==> config.mk <==
export PLATFORM = sky130hd
export DESIGN_NAME = mpg_gpio
export DESIGN_NICKNAME = d
export VERILOG_FILES = /design/src/rtl/mpg_gpio.v
export VERILOG_INCLUDE_DIRS = /design/src /design/src/rtl
export SDC_FILE = /design/constraint.sdc
export NUM_CORES = 1
export LEC_CHECK = 0
export ABC_AREA = 1
export BUFFER_PORTS_ARGS = -buffer_cell sky130_fd_sc_hd__buf_2
export CELL_PAD_IN_SITES_DETAIL_PLACEMENT = 1
export CELL_PAD_IN_SITES_GLOBAL_PLACEMENT = 1
export CORE_UTILIZATION = 40
export CTS_BUF_LIST = sky130_fd_sc_hd__clkbuf_8 sky130_fd_sc_hd__clkbuf_16
export DETAILED_ROUTE_END_ITERATION = 10
export GPL_ROUTABILITY_DRIVEN = 1
export PLACE_DENSITY_LB_ADDON = 0.08
export SYNTH_ARGS = -nofsm -noshare
export SYNTH_HDL_FRONTEND = slang
export SYNTH_HIERARCHICAL = 1
export SYNTH_SLANG_ARGS = --single-unit
==> constraint.sdc <==
create_clock -name clock -period 1.5 [get_ports clock]
set_input_delay 0.3 -clock clock [delete_from_list [all_inputs] [get_ports clock]]
set_output_delay 0.3 -clock clock [all_outputs]
set_load 0.1 [all_outputs]
==> src/rtl/mpg_gpio_map.vh <==
// Register offsets, reset values and field codes of the multi-port GPIO block
`ifndef MPG_GPIO_MAP_VH
`define MPG_GPIO_MAP_VH

// ==========================================================================
// Output latch offsets
`define MPG_OFS_LAT0      8'h00
`define MPG_OFS_LAT1      8'h01
`define MPG_OFS_LAT3      8'h03
`define MPG_OFS_LAT6      8'h06
`define MPG_OFS_LAT12     8'h0C

// ==========================================================================
// Direction offsets
`define MPG_OFS_DIR0      8'h20
`define MPG_OFS_DIR1      8'h21
`define MPG_OFS_DIR3      8'h23
`define MPG_OFS_DIR6      8'h26
`define MPG_OFS_DIR12     8'h2C

// ==========================================================================
// Pull-up enable offsets
`define MPG_OFS_PUP0      8'h30
`define MPG_OFS_PUP1      8'h31
`define MPG_OFS_PUP3      8'h33
`define MPG_OFS_PUP12     8'h3C
`define MPG_OFS_PUP6      8'h36

// ==========================================================================
// Clock mode select offset
`define MPG_OFS_CLKMODE   8'h40

// ==========================================================================
// Reset values and fill values
`define MPG_LAT_RST       8'h00
`define MPG_DIR_RST       8'hFF
`define MPG_PUP_RST       8'h00
`define MPG_CLKMODE_RST   2'h0
`define MPG_RD_NONE       8'h00
`define MPG_DIR_FILL      1'b1
`define MPG_ZERO_FILL     1'b0

// ==========================================================================
// Clock mode field codes
`define MPG_CLKMODE_PORT  2'h0
`define MPG_CLKMODE_XTAL  2'h1
`define MPG_CLKMODE_EXT   2'h2

// ==========================================================================
// Pull-up capable pins per port
`define MPG_PU_MASK0      8'h03
`define MPG_PU_MASK1      8'hFF
`define MPG_PU_MASK3      8'h0F
`define MPG_PU_MASK6      8'h00
`define MPG_PU_MASK12     8'h01

// ==========================================================================
// Oscillator pin positions in the fifth port
`define MPG_OSC_PINS      3'h6

`endif

==> src/rtl/mpg_gpio.v <==
// Multi-port GPIO block: per-port slice and top with register port
`include "mpg_gpio_map.vh"
`timescale 1ns/100ps
`default_nettype none

// ==========================================================================
// One port slice
module mpg_port #(
   parameter       WIDTH      = 8,
   parameter [7:0] PU_MASK    = 8'hFF,
   parameter       OPEN_DRAIN = 0
) (
   input  wire             clock,
   input  wire             rst_n,
   input  wire [7:0]       wr_data,
   input  wire             wr_lat,
   input  wire             wr_dir,
   input  wire             wr_pup,
   input  wire [WIDTH-1:0] pin_in,
   input  wire [WIDTH-1:0] alt_oe,
   input  wire [WIDTH-1:0] osc_taken,
   output wire [WIDTH-1:0] pin_out,
   output wire [WIDTH-1:0] pin_oe,
   output wire [WIDTH-1:0] pup_on,
   output reg  [7:0]       rd_lat,
   output reg  [7:0]       rd_dir,
   output reg  [7:0]       rd_pup
);
   reg  [WIDTH-1:0] lat_ff;
   reg  [WIDTH-1:0] dir_ff;
   reg  [WIDTH-1:0] pup_ff;
   reg  [WIDTH-1:0] sync1_ff;
   reg  [WIDTH-1:0] sync2_ff;
   wire [WIDTH-1:0] pup_mask;
   integer          i;

   assign pup_mask = PU_MASK[WIDTH-1:0];

   // =======================================================================
   // Registers
   always @(posedge clock or negedge rst_n) begin
      if (!rst_n) begin
         lat_ff <= {WIDTH{`MPG_ZERO_FILL}};
         dir_ff <= {WIDTH{`MPG_DIR_FILL}};
         pup_ff <= {WIDTH{`MPG_ZERO_FILL}};
      end else begin
         if (wr_lat) begin
            lat_ff <= wr_data[WIDTH-1:0];
         end
         if (wr_dir) begin
            dir_ff <= wr_data[WIDTH-1:0];
         end
         if (wr_pup) begin
            pup_ff <= wr_data[WIDTH-1:0] & pup_mask;
         end
      end
   end

   // =======================================================================
   // Pin synchroniser, pins are asynchronous to the clock
   always @(posedge clock or negedge rst_n) begin
      if (!rst_n) begin
         sync1_ff <= {WIDTH{`MPG_ZERO_FILL}};
         sync2_ff <= {WIDTH{`MPG_ZERO_FILL}};
      end else begin
         sync1_ff <= pin_in;
         sync2_ff <= sync1_ff;
      end
   end

   // =======================================================================
   // Pin drive
   generate
      if (OPEN_DRAIN != 0) begin : g_od
         // Never drives high; a one releases the pin
         assign pin_out = {WIDTH{`MPG_ZERO_FILL}};
         assign pin_oe  = ~dir_ff & ~lat_ff & ~osc_taken;
      end else begin : g_pp
         assign pin_out = lat_ff;
         assign pin_oe  = ~dir_ff & ~osc_taken;
      end
   endgenerate

   // Alternate outputs and output mode both keep the pull-up off
   assign pup_on = pup_ff & dir_ff & ~alt_oe & ~osc_taken & pup_mask;

   // =======================================================================
   // Read views, upper bits padded
   always @* begin
      rd_lat = `MPG_RD_NONE;
      rd_dir = {8{`MPG_DIR_FILL}};
      rd_pup = `MPG_RD_NONE;
      for (i = 0; i < WIDTH; i = i + 1) begin
         if (osc_taken[i]) begin
            rd_lat[i] = `MPG_ZERO_FILL;
         end else if (dir_ff[i]) begin
            rd_lat[i] = sync2_ff[i];
         end else begin
            rd_lat[i] = lat_ff[i];
         end
         rd_dir[i] = dir_ff[i];
         rd_pup[i] = pup_ff[i];
      end
   end
endmodule

// ==========================================================================
// Top: register port and five ports
module mpg_gpio (
   input  wire       clock,
   input  wire       rst_n,
   input  wire [7:0] reg_addr,
   input  wire [7:0] reg_wdata,
   input  wire       reg_wr,
   input  wire       reg_rd,
   output reg  [7:0] reg_rdata,
   input  wire [1:0] p0_in,
   input  wire [1:0] p0_alt_oe,
   output wire [1:0] p0_out,
   output wire [1:0] p0_oe,
   output wire [1:0] p0_pullup,
   input  wire [7:0] p1_in,
   input  wire [7:0] p1_alt_oe,
   output wire [7:0] p1_out,
   output wire [7:0] p1_oe,
   output wire [7:0] p1_pullup,
   input  wire [3:0] p3_in,
   input  wire [3:0] p3_alt_oe,
   output wire [3:0] p3_out,
   output wire [3:0] p3_oe,
   output wire [3:0] p3_pullup,
   input  wire [1:0] p6_in,
   output wire [1:0] p6_out,
   output wire [1:0] p6_oe,
   input  wire [2:0] p12_in,
   input  wire [2:0] p12_alt_oe,
   output wire [2:0] p12_out,
   output wire [2:0] p12_oe,
   output wire [2:0] p12_pullup,
   output wire [1:0] clk_mode,
   output wire       osc_pins_taken
);
   reg  [1:0] clk_mode_ff;
   reg  [7:0] nxt_rdata;
   wire [7:0] lat0_v, dir0_v, pup0_v;
   wire [7:0] lat1_v, dir1_v, pup1_v;
   wire [7:0] lat3_v, dir3_v, pup3_v;
   wire [7:0] lat6_v, dir6_v, pup6_v;
   wire [7:0] lat12_v, dir12_v, pup12_v;
   wire [2:0] osc_mask;
   wire [1:0] p6_pup_unused;
   wire       wr_lat0;
   wire       wr_lat1;
   wire       wr_lat3;
   wire       wr_lat6;
   wire       wr_lat12;
   wire       wr_dir0;
   wire       wr_dir1;
   wire       wr_dir3;
   wire       wr_dir6;
   wire       wr_dir12;
   wire       wr_pup0;
   wire       wr_pup1;
   wire       wr_pup3;
   wire       wr_pup6;
   wire       wr_pup12;

   // =======================================================================
   // Clock mode select; oscillator modes take the two upper pins of port 12
   always @(posedge clock or negedge rst_n) begin
      if (!rst_n) begin
         clk_mode_ff <= `MPG_CLKMODE_RST;
      end else if (reg_wr && reg_addr == `MPG_OFS_CLKMODE) begin
         clk_mode_ff <= reg_wdata[1:0];
      end
   end

   assign clk_mode       = clk_mode_ff;
   assign osc_pins_taken = (clk_mode_ff != `MPG_CLKMODE_PORT);
   assign osc_mask       = osc_pins_taken ? `MPG_OSC_PINS : 3'h0;

   // =======================================================================
   // Write decode; one strobe per register
   assign wr_lat0  = reg_wr && reg_addr == `MPG_OFS_LAT0;
   assign wr_lat1  = reg_wr && reg_addr == `MPG_OFS_LAT1;
   assign wr_lat3  = reg_wr && reg_addr == `MPG_OFS_LAT3;
   assign wr_lat6  = reg_wr && reg_addr == `MPG_OFS_LAT6;
   assign wr_lat12 = reg_wr && reg_addr == `MPG_OFS_LAT12;
   assign wr_dir0  = reg_wr && reg_addr == `MPG_OFS_DIR0;
   assign wr_dir1  = reg_wr && reg_addr == `MPG_OFS_DIR1;
   assign wr_dir3  = reg_wr && reg_addr == `MPG_OFS_DIR3;
   assign wr_dir6  = reg_wr && reg_addr == `MPG_OFS_DIR6;
   assign wr_dir12 = reg_wr && reg_addr == `MPG_OFS_DIR12;
   assign wr_pup0  = reg_wr && reg_addr == `MPG_OFS_PUP0;
   assign wr_pup1  = reg_wr && reg_addr == `MPG_OFS_PUP1;
   assign wr_pup3  = reg_wr && reg_addr == `MPG_OFS_PUP3;
   assign wr_pup12 = reg_wr && reg_addr == `MPG_OFS_PUP12;
   // Lands in a register the empty mask holds at zero, so it stays unmapped
   assign wr_pup6  = reg_wr && reg_addr == `MPG_OFS_PUP6;

   // =======================================================================
   // Ports: seventeen push-pull, two open drain, fifteen pull-ups
   mpg_port #(.WIDTH(2), .PU_MASK(`MPG_PU_MASK0), .OPEN_DRAIN(0)) u_p0 (
      .clock     (clock),
      .rst_n     (rst_n),
      .wr_data   (reg_wdata),
      .wr_lat    (wr_lat0),
      .wr_dir    (wr_dir0),
      .wr_pup    (wr_pup0),
      .pin_in    (p0_in),
      .alt_oe    (p0_alt_oe),
      .osc_taken (2'h0),
      .pin_out   (p0_out),
      .pin_oe    (p0_oe),
      .pup_on    (p0_pullup),
      .rd_lat    (lat0_v),
      .rd_dir    (dir0_v),
      .rd_pup    (pup0_v)
   );

   mpg_port #(.WIDTH(8), .PU_MASK(`MPG_PU_MASK1), .OPEN_DRAIN(0)) u_p1 (
      .clock     (clock),
      .rst_n     (rst_n),
      .wr_data   (reg_wdata),
      .wr_lat    (wr_lat1),
      .wr_dir    (wr_dir1),
      .wr_pup    (wr_pup1),
      .pin_in    (p1_in),
      .alt_oe    (p1_alt_oe),
      .osc_taken (8'h00),
      .pin_out   (p1_out),
      .pin_oe    (p1_oe),
      .pup_on    (p1_pullup),
      .rd_lat    (lat1_v),
      .rd_dir    (dir1_v),
      .rd_pup    (pup1_v)
   );

   mpg_port #(.WIDTH(4), .PU_MASK(`MPG_PU_MASK3), .OPEN_DRAIN(0)) u_p3 (
      .clock     (clock),
      .rst_n     (rst_n),
      .wr_data   (reg_wdata),
      .wr_lat    (wr_lat3),
      .wr_dir    (wr_dir3),
      .wr_pup    (wr_pup3),
      .pin_in    (p3_in),
      .alt_oe    (p3_alt_oe),
      .osc_taken (4'h0),
      .pin_out   (p3_out),
      .pin_oe    (p3_oe),
      .pup_on    (p3_pullup),
      .rd_lat    (lat3_v),
      .rd_dir    (dir3_v),
      .rd_pup    (pup3_v)
   );

   // The pull-up register of this port stays zero under its empty mask
   mpg_port #(.WIDTH(2), .PU_MASK(`MPG_PU_MASK6), .OPEN_DRAIN(1)) u_p6 (
      .clock     (clock),
      .rst_n     (rst_n),
      .wr_data   (reg_wdata),
      .wr_lat    (wr_lat6),
      .wr_dir    (wr_dir6),
      .wr_pup    (wr_pup6),
      .pin_in    (p6_in),
      .alt_oe    (2'h0),
      .osc_taken (2'h0),
      .pin_out   (p6_out),
      .pin_oe    (p6_oe),
      .pup_on    (p6_pup_unused),
      .rd_lat    (lat6_v),
      .rd_dir    (dir6_v),
      .rd_pup    (pup6_v)
   );

   mpg_port #(.WIDTH(3), .PU_MASK(`MPG_PU_MASK12), .OPEN_DRAIN(0)) u_p12 (
      .clock     (clock),
      .rst_n     (rst_n),
      .wr_data   (reg_wdata),
      .wr_lat    (wr_lat12),
      .wr_dir    (wr_dir12),
      .wr_pup    (wr_pup12),
      .pin_in    (p12_in),
      .alt_oe    (p12_alt_oe),
      .osc_taken (osc_mask),
      .pin_out   (p12_out),
      .pin_oe    (p12_oe),
      .pup_on    (p12_pullup),
      .rd_lat    (lat12_v),
      .rd_dir    (dir12_v),
      .rd_pup    (pup12_v)
   );

   // =======================================================================
   // Read decode; unmapped offsets read zero, reads have no side effect
   always @* begin
      case (reg_addr)
         `MPG_OFS_LAT0:    nxt_rdata = lat0_v;
         `MPG_OFS_LAT1:    nxt_rdata = lat1_v;
         `MPG_OFS_LAT3:    nxt_rdata = lat3_v;
         `MPG_OFS_LAT6:    nxt_rdata = lat6_v;
         `MPG_OFS_LAT12:   nxt_rdata = lat12_v;
         `MPG_OFS_DIR0:    nxt_rdata = dir0_v;
         `MPG_OFS_DIR1:    nxt_rdata = dir1_v;
         `MPG_OFS_DIR3:    nxt_rdata = dir3_v;
         `MPG_OFS_DIR6:    nxt_rdata = dir6_v;
         `MPG_OFS_DIR12:   nxt_rdata = dir12_v;
         `MPG_OFS_PUP0:    nxt_rdata = pup0_v;
         `MPG_OFS_PUP1:    nxt_rdata = pup1_v;
         `MPG_OFS_PUP3:    nxt_rdata = pup3_v;
         `MPG_OFS_PUP12:   nxt_rdata = pup12_v;
         `MPG_OFS_CLKMODE: nxt_rdata = {6'h00, clk_mode_ff};
         default:          nxt_rdata = `MPG_RD_NONE;
      endcase
   end

   // Data valid only in the cycle after the read strobe
   always @(posedge clock or negedge rst_n) begin
      if (!rst_n) begin
         reg_rdata <= `MPG_RD_NONE;
      end else if (reg_rd) begin
         reg_rdata <= nxt_rdata;
      end else begin
         reg_rdata <= `MPG_RD_NONE;
      end
   end
endmodule

`default_nettype wire

==> impl_metrics.toml <==
[floorplanning]
die_w_um = 123
core_area_mm2 = 0.0141
io_pins = 122
row_count = 43
die_area_mm2 = 0.0152
start_util = 0.416
die_y_um = 123

[worst_setup_path]
end_kind = "output port"
cp_max_fo = 5
r2r_cells = 11
cp_slowest_cell = "dfrtp_4"
crit_type = "reg2out"
path_cells = "or2_4 > nor2_4 > buf_12"
required_ps = 1200
crit_arrival_ps = 1450
cpPeakStageDelay_ps = 470
worst_setup_path_start_kind = "register"

[min_path]
min_delay_path_depth = 1
hp-class = "in2reg"

[power]
finalPower_mw = 7.68
leakage_nw = 4.53
peakVddDrop_uv = 765
power_density_mw_per_mm2 = 886

[layout]
fin_area_mm2 = 0.00866
final_cell_mix = "nand2_1, conb_1, nand3_1"
num_antenna_cells = 0
final_common_cell = "nand2_1"
finalNetCount = 1093
drive_gt1_frac = 0.349
area_delta_synth_final_pct = 47.7

[timing]
fin_crit_sh = 1.16
drv_slew = 0
slew_headroom = 0.604
rsz0062_at_grt = "true"
tightest_slew_ps = 593
final-setup-viol-count = 36
timing.final.ws_setup_ps = -246
fin_crit_ps = 1750
fmax_ghz = 0.573
hold_viol = 0
skew_ps = 11.3

[clocking]
cts_num_sinks = 101
cts-root-buf = "clkbuf_16"
clkTransAtPathRegs_ps = 70
clockBufferDepth = 2
cts_tree = "done"
cts_max_level = 3
worstSkewPairLatency_ps = 370
numCtsBuffers = 9

[place]
place_area_mm2 = 0.00768
io_buffers = 115
gp_congestion = 0.864
dp_hpwl_mm = 13.8

[drt]
wl_per_cell_um = 17.5
remaining_drc_errors = 0
wirelength_mm = 21.3
drtIter0Drc = 233
via_count = 5939
viasPerCell = 4.86
firstDrtPassIters = 4
ant_nets = 0

[global_routing]
grt_pass1_wl_mm = 31.8
first_global_vias = 6246
grt.overflow.total = 0
grt_usage = 0.280
grt_max_degree = 57
antenna_found_initial = 0

[synthesis]
syn_inst = 805
avgSynthCellArea_um2 = 7.29
ys_warn_count = 6
synth.cell_area_mm2 = 0.00587

[run]
cap_violations = 0

[outcome]
outcome = "finished, violations left"
violations = "setup timing"
==> layer usage <==
layer,global-route usage,vias to the layer above,share of wire
li1,-,2786,-
met1,0.338,2943,0.40
met2,0.491,161,0.52
met3,0.0489,49,0.044
met4,0.118,0,0.029
met5,0,-,0
==> final cells by class <==
type	instances	area [um2]
Tap cell	180	225
Fill cell	1746	5430
Clock buffer	10	239
Inverter	103	394
Timing Repair Buffer	208	2020
Clock inverter	6	52.6
Multi-Input combinational cell	614	3170
Sequential cell	101	2560
==> worst max-delay path, delay by kind of cell, from the launching register on <==
family	cells	cell delay [ps]
AND/OR/NAND/NOR	2	420
buffers and inverters	1	180
flip-flops	1	470
==> per-stage QoR <==
stage | setup WS (ps) | cells | util | TNS, ps | hold slack [ps]
after floorplan | -401 | 902 | - | -1430 | 4.41
after global placement | -107 | 1159 | 0.545 | -1960 | 312
after detailed placement | -188 | 1159 | 0.545 | -4850 | 316
after CTS | -253 | 1210 | 0.595 | -3480 | 21.5
after global routing | -269 | 1222 | 0.615 | -5080 | 20.9
final | -246 | 1222 | 0.615 | -3690 | 28.5
==> power by group <==
part           total (mW)  switching [mW]  internal, mW
combinational        2.21            1.52         0.692
clock                2.38            1.18          1.20
sequential           3.09           0.157          2.93
total                7.68            2.85          4.83
==> timing repair <==
action / 4_1_cts / 5_1_grt
buffers inserted: 34 / 12
resized for setup: 45 / 68
setup endpoints to repair: 38 / 55
hold buffers: 1 / 0
hold endpoints to repair: 82 / 0
cloned: 0 / 1
pin swaps: 29 / 43
==> registers in the layout, summed over array words and instances, names as in the netlist, 3 cells and up <==
name            count
reg_rdata           8
u_p1/pin_out        8
u_p1/rd_dir         8
u_p1/rd_pup         8
u_p1/sync1_ff       8
u_p1/sync2_ff       8
u_p12/dir_ff        3
u_p12/pin_out       3
u_p12/sync1_ff      3
u_p12/sync2_ff      3
u_p3/dir_ff         4
u_p3/pin_out        4
u_p3/pup_ff         4
u_p3/sync1_ff       4
u_p3/sync2_ff       4
==> final timing paths <==
kind / to / startpoint / slack (ps)
min in group asynchronous: u_p6/sync2_ff[0]$_DFF_PN0_ / rst_n / 460
max in group asynchronous: u_p1/rd_dir[2]$_DFFE_PN1P_ / rst_n / 700
worst max register to register: reg_rdata[2]$_DFF_PN0_ / clk_mode[0]$_DFFE_PN0P_ / -140
worst min-delay path: u_p1/sync1_ff[4]$_DFF_PN0_ / p1_in[4] / 30
worst max-delay path: p12_oe[2] / clk_mode[0]$_DFFE_PN0P_ / -250
worst min register to register: u_p3/sync2_ff[1]$_DFF_PN0_ / u_p3/sync1_ff[1]$_DFF_PN0_ / 350
Power figures use the tool's default switching activity.
